`src/design/ssrld_pkg.sv`:
```
// Constants, types and carriers of the serial command and bus diagnostic
// block. Assumes a 100 MHz core clock and 4-bit register fields.
package ssrld_pkg;

  // Core clock rate
  localparam int unsigned CLK_HZ        = 100_000_000;
  // Stuck-dominant timeout on the transmit input
  localparam int unsigned STUCK_TIME_MS = 1000;
  localparam int unsigned STUCK_CYCLES  = STUCK_TIME_MS * (CLK_HZ / 1000);
  // Bus wake filter time, plain default
  localparam int unsigned WAKE_TIME_US  = 100;
  localparam int unsigned WAKE_CYCLES   = WAKE_TIME_US * (CLK_HZ / 1_000_000);

  // Frame length and sample counter saturation
  localparam logic [3:0] FRAME_BITS = 4'h8;
  localparam logic [3:0] ADDR_DONE  = 4'h3;
  localparam logic [3:0] CNT_SAT    = 4'hF;

  // Control register addresses
  localparam logic [3:0] ADDR_MODE   = 4'h0;
  localparam logic [3:0] ADDR_WAKE   = 4'h2;
  localparam logic [3:0] ADDR_BUS    = 4'h4;
  localparam logic [3:0] ADDR_HS     = 4'h6;
  localparam logic [3:0] ADDR_LS     = 4'h8;
  localparam logic [3:0] ADDR_TIMING = 4'hA;
  localparam logic [3:0] ADDR_AMUX   = 4'hC;
  localparam logic [3:0] ADDR_CONFIG = 4'hD;
  localparam logic [3:0] ADDR_MASK   = 4'hE;

  // Status groups, selected by address bits 3:1
  localparam logic [2:0] GRP_VOLT = 3'h0;
  localparam logic [2:0] GRP_WAKE = 3'h1;
  localparam logic [2:0] GRP_BUS  = 3'h2;
  localparam logic [2:0] GRP_HS   = 3'h3;
  localparam logic [2:0] GRP_LS   = 3'h4;
  localparam logic [2:0] GRP_WD   = 3'h5;
  localparam logic [2:0] GRP_ISR  = 3'h7;

  // Field positions
  localparam int BIT_OVS_EN  = 3;
  localparam int BIT_PU_EN   = 2;
  localparam int BIT_DOM_SEL = 3;
  localparam int BIT_RX_ONLY = 2;
  localparam int BIT_LAYOUT  = 3;
  localparam int BIT_HS      = 3;
  localparam int BIT_LS      = 2;
  localparam int BIT_BUS     = 1;
  localparam int BIT_VM      = 0;

  // Mode select codes and reserved slew code
  localparam logic [1:0] MODE_NORMAL = 2'h0;
  localparam logic [1:0] MODE_STOP   = 2'h1;
  localparam logic [1:0] MODE_SLEEP  = 2'h2;
  localparam logic [1:0] MODE_WDCLR  = 2'h3;
  localparam logic [1:0] SLEW_RSVD   = 2'h3;

  // Reset values
  localparam logic [3:0] WAKE_EN_RST = 4'hF;
  localparam logic [3:0] NIB_ZERO    = 4'h0;
  localparam logic [2:0] TRI_ZERO    = 3'h0;

  // Synchronised pin positions and idle levels
  localparam int         PIN_CS   = 0;
  localparam int         PIN_SCLK = 1;
  localparam int         PIN_MOSI = 2;
  localparam int         PIN_EXT  = 3;
  localparam int         PIN_TXD  = 4;
  localparam int         PIN_RXD  = 5;
  localparam int         PIN_BUS  = 6;
  localparam int         NPIN     = 7;
  localparam logic [6:0] PIN_IDLE = 7'h79;

  // Operating mode
  typedef enum logic [1:0] {SSRLD_NORMAL, SSRLD_STOP, SSRLD_SLEEP}
    ssrld_mode_e;

  // Conditions from the analog side, same clock
  typedef struct packed {
    logic       overcurrent;   // Bus driver over current
    logic       overtemp;      // Bus driver over temperature
    logic       rx_short;      // Receive pin shorted
    logic [2:0] volt;          // Over volt, under volt, regulator hot
    logic [3:0] wake;          // Wake input levels
    logic [3:0] hs;            // High-side status
    logic [3:0] ls;            // Low-side status
    logic [3:0] wd;            // Watchdog status
  } ssrld_sense_s;

  // Control fields driven out
  typedef struct packed {
    logic       ovs_en;        // Over voltage shutdown enable
    logic       pullup_en;     // Bus pull-up enable
    logic [3:0] wake_en;       // Wake input enables
    logic       dom_sel;       // Dominant level select
    logic [1:0] slew;          // Slew select
    logic [3:0] hs;            // High-side control
    logic [3:0] ls;            // Low-side control
    logic [2:0] wd_period;     // Watchdog period select
    logic [2:0] cyc_period;    // Cyclic sense period select
    logic [3:0] amux;          // Analog select
    logic [3:0] config_bits;   // Configuration
  } ssrld_ctrl_s;

endpackage : ssrld_pkg

```
`src/design/ssrld_core.sv`:
```
// Serial command slave, register map and bus transceiver diagnostics.
// Assumes pins arrive asynchronous; sense inputs are on clk_in.
// Operation
// - Overcurrent: flag, receive-only bit stops driver, maskable interrupt
// - Receive short: flag, stop driver, interrupt
// - Short recovery: receive toggle and transmit high
// - Status read clears short flag once gone
// - Transmit low one second: stop, flag, interrupt
// - Transmit high lifts stuck block; read then clears flag
// - Receive-only bit stops driver in normal
// - Any bus error sets receive-only bit
// - Receive-only in low power: no wake; mirror in stop only
// - Stop: driver off, filtered wake interrupts
// - Sleep: driver off, filtered wake resets
// - Reply: summary nibble then addressed status
// - Select fall: start, drive output, snapshot
// - Shift on rising clock, sample falling
// - Only eight sample edges make a frame
// - Select rise commits; output released
// - Power-on, reset mode, reset pin restore bits
// - Even addresses and 0xD write; pair reads same status
// - Timing register has two layouts by bit 3
// - Mask holds four enables; source reads paired
// - Mode bits: normal, stop, sleep, watchdog clear
// - Mode or voltage access clears battery fail
// - Slew codes decoded; reserved code ignored
module ssrld_core #(
  parameter int unsigned STUCK_LIMIT = ssrld_pkg::STUCK_CYCLES, // Stuck time
  parameter int unsigned WAKE_LIMIT  = ssrld_pkg::WAKE_CYCLES   // Wake filter
) (
  input  wire logic                clk_in,         // Core clock
  input  wire logic                reset_n_in,     // Power-on reset
  input  wire logic                enable_in,      // Clock enable
  input  wire logic                reset_mode_in,  // Device in reset mode
  input  wire logic                ext_reset_n_in, // Reset pin
  input  wire logic                cs_n_in,        // Chip select pin
  input  wire logic                sclk_in,        // Serial clock pin
  input  wire logic                mosi_in,        // Serial data in pin
  input  wire logic                txd_in,         // Transmit data pin
  input  wire logic                rxd_sense_in,   // Receive pin level
  input  wire logic                bus_level_in,   // Bus receiver level
  input  wire ssrld_pkg::ssrld_sense_s sense_in,   // Analog conditions
  output logic                     miso_out,       // Serial data out
  output logic                     miso_oe_out,    // Serial out enable
  output logic                     irq_n_out,      // Interrupt, low active
  output logic                     tx_enable_out,  // Bus driver enable
  output logic                     rxd_out,        // Receive data out
  output logic                     wake_reset_out, // Sleep wake pulse
  output logic                     wd_clear_out,   // Watchdog clear pulse
  output ssrld_pkg::ssrld_mode_e   mode_out,       // Operating mode
  output ssrld_pkg::ssrld_ctrl_s   ctrl_out        // Control fields
);
  import ssrld_pkg::*;

  localparam int TXW = $clog2(STUCK_LIMIT + 1);    // Stuck counter width
  localparam int WKW = $clog2(WAKE_LIMIT + 1);     // Wake counter width

  logic [NPIN-1:0] pin_s1;          // First sync stage
  logic [NPIN-1:0] pin_s2;          // Second sync stage
  logic [NPIN-1:0] pin_s3;          // Third sync stage
  logic [NPIN-1:0] pin_f;           // Agreed pin levels
  logic [NPIN-1:0] pin_d;           // Agreed levels, one cycle old
  logic            cs_fall;         // Frame start
  logic            cs_rise;         // Frame end
  logic            sclk_rise;       // Shift edge
  logic            sclk_fall;       // Sample edge
  logic            soft_rst;        // Reset mode or reset pin
  logic [3:0]      bit_cnt;         // Sample edges seen
  logic [7:0]      rx_sh;           // Received byte
  logic [7:0]      tx_sh;           // Reply byte
  logic [7:0][3:0] snap;            // Status snapshot
  logic [7:0][3:0] status_all;      // Live status groups
  logic [3:0]      summary;         // Summary nibble
  logic [2:0]      peek_grp;        // Group from first address bits
  logic            commit;          // Valid frame end
  logic [3:0]      addr;            // Frame address
  logic [3:0]      data;            // Frame control nibble
  logic [2:0]      grp;             // Frame status group
  logic [3:0]      mask;            // Interrupt enables
  logic [3:0]      interrupt_source;             // Interrupt sources
  logic [3:0]      next_isr_set;    // Interrupt events
  logic            rx_only;         // Receive-only bit
  logic            bat_fail;        // Battery fail flag
  logic [3:0]      bus_flags;       // Short, dominant, hot, overcurrent
  logic            rxs_block;       // Driver held off by short
  logic            txd_block;       // Driver held off by stuck input
  logic [TXW-1:0]  txd_cnt;         // Transmit low time
  logic            txd_timeout;     // Transmit stuck low
  logic [WKW-1:0]  wake_cnt;        // Dominant time in low power
  logic            wake_evt;        // Filtered wake seen
  logic            bus_err;         // Any bus error now
  logic            bus_err_d;       // Bus error, one cycle old

  // Three-stage pin synchroniser, change taken once stages 2 and 3 agree
  always_ff @(posedge clk_in)
  begin
    if (!reset_n_in)
    begin
      pin_s1 <= PIN_IDLE;
      pin_s2 <= PIN_IDLE;
      pin_s3 <= PIN_IDLE;
      pin_f  <= PIN_IDLE;
      pin_d  <= PIN_IDLE;
    end
    else if (enable_in)
    begin
      pin_s1 <= {bus_level_in, rxd_sense_in, txd_in, ext_reset_n_in,
                 mosi_in, sclk_in, cs_n_in};
      pin_s2 <= pin_s1;
      pin_s3 <= pin_s2;
      pin_f  <= (pin_s2 & pin_s3) | (pin_f & (pin_s2 ^ pin_s3));
      pin_d  <= pin_f;
    end
  end

  // Edge detection on agreed levels
  assign cs_fall   = pin_d[PIN_CS] & ~pin_f[PIN_CS];
  assign cs_rise   = ~pin_d[PIN_CS] & pin_f[PIN_CS];
  assign sclk_rise = ~pin_d[PIN_SCLK] & pin_f[PIN_SCLK];
  assign sclk_fall = pin_d[PIN_SCLK] & ~pin_f[PIN_SCLK];
  assign soft_rst  = reset_mode_in | ~pin_f[PIN_EXT];

  // Status groups and summary
  assign status_all[GRP_VOLT] = {sense_in.volt, bat_fail};
  assign status_all[GRP_WAKE] = sense_in.wake & ctrl_out.wake_en;
  assign status_all[GRP_BUS]  = bus_flags;
  assign status_all[GRP_HS]   = sense_in.hs;
  assign status_all[GRP_LS]   = sense_in.ls;
  assign status_all[GRP_WD]   = sense_in.wd;
  assign status_all[6]        = NIB_ZERO;
  assign status_all[GRP_ISR]  = interrupt_source;
  assign summary = {|status_all[GRP_VOLT], |bus_flags,
                    |sense_in.hs, |sense_in.ls};

  // Frame fields
  assign peek_grp = rx_sh[2:0];
  assign addr     = rx_sh[7:4];
  assign data     = rx_sh[3:0];
  assign grp      = addr[3:1];
  assign commit   = cs_rise && (bit_cnt == FRAME_BITS);

  // Serial shift engine
  always_ff @(posedge clk_in)
  begin
    if (!reset_n_in)
    begin
      bit_cnt     <= NIB_ZERO;
      rx_sh       <= {NIB_ZERO, NIB_ZERO};
      tx_sh       <= {NIB_ZERO, NIB_ZERO};
      snap        <= '0;
      miso_out    <= 1'b0;
      miso_oe_out <= 1'b0;
    end
    else if (enable_in)
    begin
      if (cs_fall)
      begin
        // Start frame, drive output, freeze status
        bit_cnt     <= NIB_ZERO;
        snap        <= status_all;
        tx_sh       <= {summary, NIB_ZERO};
        miso_out    <= summary[3];
        miso_oe_out <= 1'b1;
      end
      else if (pin_f[PIN_CS])
      begin
        // Deselected, output released
        miso_oe_out <= 1'b0;
      end
      else
      begin
        if (sclk_rise)
        begin
          // Move next reply bit onto the line
          miso_out <= tx_sh[7];
          tx_sh    <= {tx_sh[6:0], 1'b0};
        end
        else if (sclk_fall)
        begin
          // Sample incoming bit
          rx_sh <= {rx_sh[6:0], pin_f[PIN_MOSI]};
          if (bit_cnt != CNT_SAT)
          begin
            bit_cnt <= bit_cnt + 4'h1;
          end
          if (bit_cnt == ADDR_DONE)
          begin
            // Address known: load the paired status
            tx_sh[7:4] <= snap[peek_grp];
          end
        end
      end
    end
  end

  // Control registers
  always_ff @(posedge clk_in)
  begin
    if (!reset_n_in)
    begin
      ctrl_out     <= '0;
      ctrl_out.ovs_en    <= 1'b1;
      ctrl_out.pullup_en <= 1'b1;
      ctrl_out.wake_en   <= WAKE_EN_RST;
      mode_out     <= SSRLD_NORMAL;
      rx_only      <= 1'b0;
      mask         <= NIB_ZERO;
      wd_clear_out <= 1'b0;
    end
    else if (enable_in)
    begin
      wd_clear_out <= 1'b0;
      if (soft_rst)
      begin
        // Bits restored by reset mode or reset pin
        ctrl_out.wake_en <= WAKE_EN_RST;
        ctrl_out.dom_sel <= 1'b0;
        rx_only          <= 1'b0;
        mode_out         <= SSRLD_NORMAL;
      end
      else if (commit)
      begin
        case (addr)
          ADDR_MODE:
          begin
            ctrl_out.ovs_en    <= data[BIT_OVS_EN];
            ctrl_out.pullup_en <= data[BIT_PU_EN];
            case (data[1:0])
              MODE_STOP:   mode_out <= SSRLD_STOP;
              MODE_SLEEP:  mode_out <= SSRLD_SLEEP;
              MODE_WDCLR:
              begin
                mode_out     <= SSRLD_NORMAL;
                wd_clear_out <= 1'b1;
              end
              default:     mode_out <= SSRLD_NORMAL;
            endcase
          end
          ADDR_WAKE:   ctrl_out.wake_en <= data;
          ADDR_BUS:
          begin
            ctrl_out.dom_sel <= data[BIT_DOM_SEL];
            rx_only          <= data[BIT_RX_ONLY] | bus_err;
            if (data[1:0] != SLEW_RSVD)
            begin
              ctrl_out.slew <= data[1:0];
            end
          end
          ADDR_HS:     ctrl_out.hs <= data;
          ADDR_LS:     ctrl_out.ls <= data;
          ADDR_TIMING:
          begin
            // Layout chosen by the top bit
            if (data[BIT_LAYOUT])
            begin
              ctrl_out.cyc_period <= data[2:0];
            end
            else
            begin
              ctrl_out.wd_period <= data[2:0];
            end
          end
          ADDR_AMUX:   ctrl_out.amux <= data;
          ADDR_CONFIG: ctrl_out.config_bits <= data;
          ADDR_MASK:   mask <= data;
          default:     mask <= mask;   // Status-only addresses
        endcase
      end
      // Events win over writes
      if (!soft_rst)
      begin
        if (bus_err && !bus_err_d)
        begin
          rx_only <= 1'b1;
        end
        if (wake_evt)
        begin
          mode_out <= SSRLD_NORMAL;
        end
      end
    end
  end

  // Transmit stuck-low timer
  assign txd_timeout = (txd_cnt == TXW'(STUCK_LIMIT));
  always_ff @(posedge clk_in)
  begin
    if (!reset_n_in)
    begin
      txd_cnt <= '0;
    end
    else if (enable_in)
    begin
      if (pin_f[PIN_TXD])
      begin
        txd_cnt <= '0;
      end
      else if (!txd_timeout)
      begin
        txd_cnt <= txd_cnt + TXW'(1);
      end
    end
  end

  // Bus diagnostic flags and driver blocks
  assign bus_err = sense_in.overcurrent | sense_in.overtemp |
                   sense_in.rx_short | txd_timeout;
  always_ff @(posedge clk_in)
  begin
    if (!reset_n_in)
    begin
      bus_flags <= NIB_ZERO;
      rxs_block <= 1'b0;
      txd_block <= 1'b0;
      bus_err_d <= 1'b0;
    end
    else if (enable_in)
    begin
      bus_err_d <= bus_err;
      // Overcurrent: flag only, no block; driver stops via receive-only bit
      if (sense_in.overcurrent)
      begin
        bus_flags[0] <= 1'b1;
      end
      else if (commit && grp == GRP_BUS)
      begin
        bus_flags[0] <= 1'b0;
      end
      // Over temperature flag
      if (sense_in.overtemp)
      begin
        bus_flags[1] <= 1'b1;
      end
      else if (commit && grp == GRP_BUS)
      begin
        bus_flags[1] <= 1'b0;
      end
      // Stuck dominant flag, read clears only with transmit high
      if (txd_timeout)
      begin
        bus_flags[2] <= 1'b1;
      end
      else if (commit && grp == GRP_BUS && pin_f[PIN_TXD])
      begin
        bus_flags[2] <= 1'b0;
      end
      // Receive short flag, read clears only once gone
      if (sense_in.rx_short)
      begin
        bus_flags[3] <= 1'b1;
      end
      else if (commit && grp == GRP_BUS)
      begin
        bus_flags[3] <= 1'b0;
      end
      // Short block until receive toggles with transmit high
      if (sense_in.rx_short)
      begin
        rxs_block <= 1'b1;
      end
      else if ((pin_f[PIN_RXD] ^ pin_d[PIN_RXD]) && pin_f[PIN_TXD])
      begin
        rxs_block <= 1'b0;
      end
      // Stuck block until transmit returns high
      if (txd_timeout)
      begin
        txd_block <= 1'b1;
      end
      else if (pin_f[PIN_TXD])
      begin
        txd_block <= 1'b0;
      end
    end
  end

  // Battery fail flag, set by power-on only
  always_ff @(posedge clk_in)
  begin
    if (!reset_n_in)
    begin
      bat_fail <= 1'b1;
    end
    else if (enable_in && commit && grp == GRP_VOLT)
    begin
      bat_fail <= 1'b0;
    end
  end

  // Bus wake filter in low power modes
  always_ff @(posedge clk_in)
  begin
    if (!reset_n_in)
    begin
      wake_cnt <= '0;
      wake_evt <= 1'b0;
    end
    else if (enable_in)
    begin
      wake_evt <= 1'b0;
      if (mode_out == SSRLD_NORMAL || rx_only)
      begin
        wake_cnt <= '0;
      end
      else if (!pin_f[PIN_BUS])
      begin
        if (wake_cnt != WKW'(WAKE_LIMIT))
        begin
          wake_cnt <= wake_cnt + WKW'(1);
        end
      end
      else
      begin
        // Rising edge after long dominant
        wake_evt <= !pin_d[PIN_BUS] &&
                    (wake_cnt == WKW'(WAKE_LIMIT));
        wake_cnt <= '0;
      end
    end
  end

  // Interrupt sources, event wins over read clear
  always_comb
  begin
    next_isr_set          = NIB_ZERO;
    next_isr_set[BIT_HS]  = |sense_in.hs;
    next_isr_set[BIT_LS]  = |sense_in.ls;
    next_isr_set[BIT_BUS] = bus_err | wake_evt;
    next_isr_set[BIT_VM]  = |sense_in.volt;
  end

  always_ff @(posedge clk_in)
  begin
    if (!reset_n_in)
    begin
      interrupt_source <= NIB_ZERO;
    end
    else if (enable_in)
    begin
      if (commit && grp == GRP_ISR)
      begin
        interrupt_source <= next_isr_set;
      end
      else
      begin
        interrupt_source <= interrupt_source | next_isr_set;
      end
    end
  end

  // Registered pin outputs
  always_ff @(posedge clk_in)
  begin
    if (!reset_n_in)
    begin
      irq_n_out      <= 1'b1;
      tx_enable_out  <= 1'b0;
      rxd_out        <= 1'b1;
      wake_reset_out <= 1'b0;
    end
    else if (enable_in)
    begin
      irq_n_out <= ~|(interrupt_source & mask);
      // Driver on only in normal mode with no block
      tx_enable_out <= (mode_out == SSRLD_NORMAL) && !rx_only &&
                       !rxs_block && !txd_block &&
                       !sense_in.overtemp;
      // Receive data mirrors the bus in normal, or stop with receive-only
      if (mode_out == SSRLD_NORMAL ||
          (mode_out == SSRLD_STOP && rx_only))
      begin
        rxd_out <= pin_f[PIN_BUS];
      end
      else
      begin
        rxd_out <= 1'b1;
      end
      wake_reset_out <= wake_evt && (mode_out == SSRLD_SLEEP);
    end
  end

endmodule : ssrld_core

```
`config.mk`:
```
export PLATFORM = sky130hd
export DESIGN_NAME = ssrld_core
export DESIGN_NICKNAME = d
export VERILOG_FILES = /design/src/design/ssrld_pkg.sv /design/src/design/ssrld_core.sv
export SDC_FILE = /design/constraint.sdc
export NUM_CORES = 1
export LEC_CHECK = 0
export ABC_CLOCK_PERIOD_IN_PS = 2200
export BUFFER_PORTS_ARGS = -buffer_cell sky130_fd_sc_hd__buf_2
export CORE_MARGIN = 3
export CORE_UTILIZATION = 62
export CTS_BUF_LIST = sky130_fd_sc_hd__clkbuf_8
export CTS_CLUSTER_SIZE = 12
export DETAILED_ROUTE_END_ITERATION = 10
export PLACE_DENSITY = 0.87
export SLEW_MARGIN = 30
export SYNTH_ARGS = -nofsm -noshare
export SYNTH_HDL_FRONTEND = slang
export SYNTH_SLANG_ARGS = --single-unit
```
`constraint.sdc`:
```
create_clock -name clk_in -period 2.2 [get_ports clk_in]
set_clock_uncertainty 0.1 [all_clocks]
set_input_delay 0.44 -clock clk_in [delete_from_list [all_inputs] [get_ports clk_in]]
set_output_delay 0.44 -clock clk_in [all_outputs]
set_load 0.01 [all_outputs]
```
==> metrics.md <==
| Metric | Value |
|---|---|
| Initial cell density of the core | `64.73%` |
| DRT Pass-1 Iters | `5` |
| Detailed-route DRC error count | `0` |
| Antenna-violating nets left | `0` |
| Die ar. | `roughly 0.014 mm2` |
| Hold path cells | `3` |
| Share of cells above drive strength 1 | `15.81%` |
| Combinational fraction of design power | `~5.5%` |
| First-pass GRT wire length | `slightly above 30000 um` |
| Cell leakage power | `approximately 3.3 nW` |
| Mapped Area | `approximately 0.0079 mm2` |
| Max Fclk | `roughly 0.51 GHz` |
| Chip Width | `between 100 and 150 um` |
| Least-Margin Pin Slew | `roughly 0.58 ns` |
| Post-Syn Nets | `964` |
| Hold Crit Start | `bus_level_in` |
| Worst EP required | `2.49 ns` |
| Hold/Removal Path Class | `input pin to register` |
| Largest net degree at the start of global routing | `approximately 100` |
| Design area | `between 0.008 and 0.009 mm2` |
| Total track usage | `between 20% and 30%` |
| Routability cong. | `around 0.9` |
| Synth Area per Inst | `8.647 um2` |
| Instance area at placement | `around 0.0085 mm2` |
| CTS H-tree lvls | `4` |
| Final Hold Viols | `0` |
| Synth Flop Type | `dfxtp_1` |
| Post-layout util | `72.91%` |
| P per Cell Area | `approximately 660 mW/mm2` |
| CP endpoint kind | `register` |
| Clk pin slew, worst setup/hold paths | `~0.090 ns` |
| Vias | `approximately 7000` |
| Clk buf depth | `2` |
| Final setup viols | `0` |
| RSZ-0062 raised after global routing | `no` |
| Worst skew pair latency | `between 0.4 and 0.5 ns` |
| GRT Residual Overflow | `0` |
| Post-synthesis cell type count | `70` |
| XOR/XNOR share of the synthesized area | `between 2 and 2.5%` |
| CP Class | `register to register` |
| Hold endpoint | `pin_s1[6]` |
| Final period util | `between 80 and 90%` |
| Sw Pwr | `roughly 1.4 mW` |
| Largest family of logic cells by synthesized area | `simple AND/OR/NAND/NOR gates` |
| Antenna cell count | `0` |
| Startpoint types | `register` |
| DRT Wirelength | `about 19000 um` |
| Worst R2R Start | `txd_cnt[0]` |
| Vias in the first global route | `6473` |
| Port bufs | `between 70 and 80` |
| Die Height | `~120 um` |
| Core area | `around 0.012 mm2` |
| Layout Area Growth over Synthesis | `12.63%` |
| Area share of fa/ha/maj cells after synthesis | `between 2 and 2.5%` |
| Compound-Gate Fraction of Synth Area | `about 14%` |
| Yosys synthesis warning count | `0` |
| Initial antenna violation count | `0` |
| Period minus WS final | `about 2.0 ns` |
| Final net count | `roughly 1000` |
| Sink Count | `~180` |
| Sequential power share | `55.0%` |
| CP Max Fanout | `6` |
| CTS tree | `done` |
| PnR Total Power | `5.938 mW` |
| MaxCap Viol Count | `0` |
| Post-Syn Instances | `918` |
| Cells after DPL | `roughly 1100` |
| Sw Share | `between 20% and 30%` |
| Ports | `73` |
| WL/cell | `~16 um` |
| Row cnt | `40` |
| Flop2flop setup slack | `0.23 ns` |
| Register area share after synthesis | `44.14%` |
| Finished Layout Cells | `roughly 1200` |
| Post-Synth Simple-Gate Area | `about a quarter` |
| Drt initial violations | `approximately 670` |
| Status | `completed` |
| Worst r2r path cells | `5` |
| RR Endpoint | `txd_cnt[16]` |
| Int Pwr | `~4.5 mW` |
| Clock network fraction of total power | `roughly two fifths` |
| Pre-CTS setup slack | `~0.12 ns` |
| Hold slack | `about 0.095 ns` |
| Final setup margin | `about 0.23 ns` |
| VDD IR max | `0.5462 mV` |
| Slew Limit Fails | `0` |
| Worst slew margin | `61.20%` |
| Post-DP HPWL | `around 13000 um` |
| Clk root buf | `clkbuf_8` |
| Mux contribution to synthesized area | `around 7.5%` |
| Async SR Flop Fraction | `0%` |
| Setup TNS | `0 ns` |
| CTS Buf Count | `17` |
| CP arrival | `2.26 ns` |
| DR vias/cell | `6.069` |
| Flops & latches, synth | `roughly 180` |
| EDFF count, synth | `0` |
[sequential cells by signal (all words and copies together) (netlist names), 2 cells and up]
signal            cells
pin_s1                7
wake_cnt             14
pin_s3                7
pin_d                 4
mask                  4
txd_cnt              27
pin_f                 7
rx_sh                 8
tx_sh                 4
interrupt_source      4
snap                 28
mode_out              2
bit_cnt               4
bus_flags             4
ctrl_out             31
pin_s2                7
[worst max-delay path by stage]
stage,start,to,slack [ns],cells after the start
after global routing,pin_f[0],ctrl_out[12],0.03,4
final,txd_cnt[0],txd_cnt[16],0.23,5
after floorplan,enable_in,txd_cnt[22],0.39,6
after CTS,bit_cnt[0],ctrl_out[12],0.24,6
after global placement,enable_in,bit_cnt[2],0.20,6
after detailed placement,enable_in,bit_cnt[2],0.12,6
[worst max-delay path, cell delays in order (launching register included)]
cell     delay (ns)
dfxtp_1        0.41
ha_1           0.25
nand3_1        0.14
or4_4          0.53
or3_1          0.32
a21oi_1        0.14
[cell usage after synthesis, types with 4 or more instances]
cell type / number / share of area, %
xnor2_1: 14 / 1.5
nor4_1: 11 / 0.87
buf_2: 17 / 1.1
or4_1: 12 / 1.1
nor2b_1: 13 / 1.0
xor2_1: 6 / 0.66
o31ai_1: 9 / 0.85
and2_1: 4 / 0.32
a31oi_1: 7 / 0.55
o21ai_0: 38 / 2.4
nand3_1: 58 / 3.7
a22oi_1: 8 / 0.76
nand2b_1: 10 / 0.79
nand3b_1: 4 / 0.38
nand2_1: 133 / 6.3
clkbuf_1: 32 / 1.5
dfxtp_1: 175 / 44
ha_1: 13 / 2.0
buf_1: 7 / 0.33
o211ai_1: 9 / 0.85
nor2_1: 59 / 2.8
or3_1: 12 / 0.95
inv_1: 14 / 0.66
a21o_1: 8 / 0.76
and3_1: 4 / 0.32
mux2i_1: 54 / 6.8
a21oi_1: 80 / 5.0
and4_1: 8 / 0.88
nand4_1: 22 / 1.7
nor3_1: 8 / 0.50
[power by group through the flow]
stage,clock network [mW],registers (mW),logic [mW]
6_report,2.34,3.27,0.327
3_3_place_gp,0,3.34,0.314
4_1_cts,2.38,3.27,0.325
3_5_place_dp,0,3.34,0.321
5_1_grt,2.52,3.28,0.363
2_1_floorplan,0,3.32,0.220
[final cells by class]
type,count,area [um2]
Clock inverter,13,162.7
Inverter,15,56.30
Tap cell,168,210.2
Fill cell,955,3322
Clock buffer,19,261.5
Sequential cell,175,3503
Multi-Input combinational cell,670,4130
Timing Repair Buffer,101,615.6
[routing by layer]
layer  share of wire [%]  global-route usage, %
met1                  46                  36.23
met2                  46                  41.15
met3                 6.1                  5.840
met4                 2.0                  9.920
met5                   0                      0
[cells in the final DEF (no fill, tap or decap), drive strengths merged, types with 6 or more instances in the layout]
| cell type | count |
|---|---|
| o31ai | 9 |
| nor4 | 14 |
| mux2i | 54 |
| xor2 | 6 |
| nor2b | 13 |
| dfxtp | 175 |
| nand2b | 10 |
| inv | 15 |
| a21o | 8 |
| clkinvlp | 6 |
| nand4 | 25 |
| xnor2 | 14 |
| or4 | 14 |
| nor2 | 60 |
| or3 | 12 |
| nand3 | 60 |
| a31oi | 7 |
| a22oi | 8 |
| ha | 13 |
| nand2 | 133 |
| and4 | 8 |
| o21ai | 39 |
| nor3 | 9 |
| buf | 101 |
| o211ai | 9 |
| a21oi | 80 |
| clkbuf | 19 |
[logic make-up (layout without fill, tap and decap cells)]
logic type                 Yosys count  after routing
xor gates and xnor gates            20             20
adders and majority gates           13             13
and+or+nand+nor                    389            389
muxes                               58             58
DFF                                175            175
buffers and inverters               73            148
AOI/OAI and AO/OA                  190            190
[timing repair]
action,in CTS,in global routing
resized for setup,0,1
setup buffers,0,0
endpoints found under the setup margin,0,1
hold buffers,0,0
(Power assumes the default switching activity.)
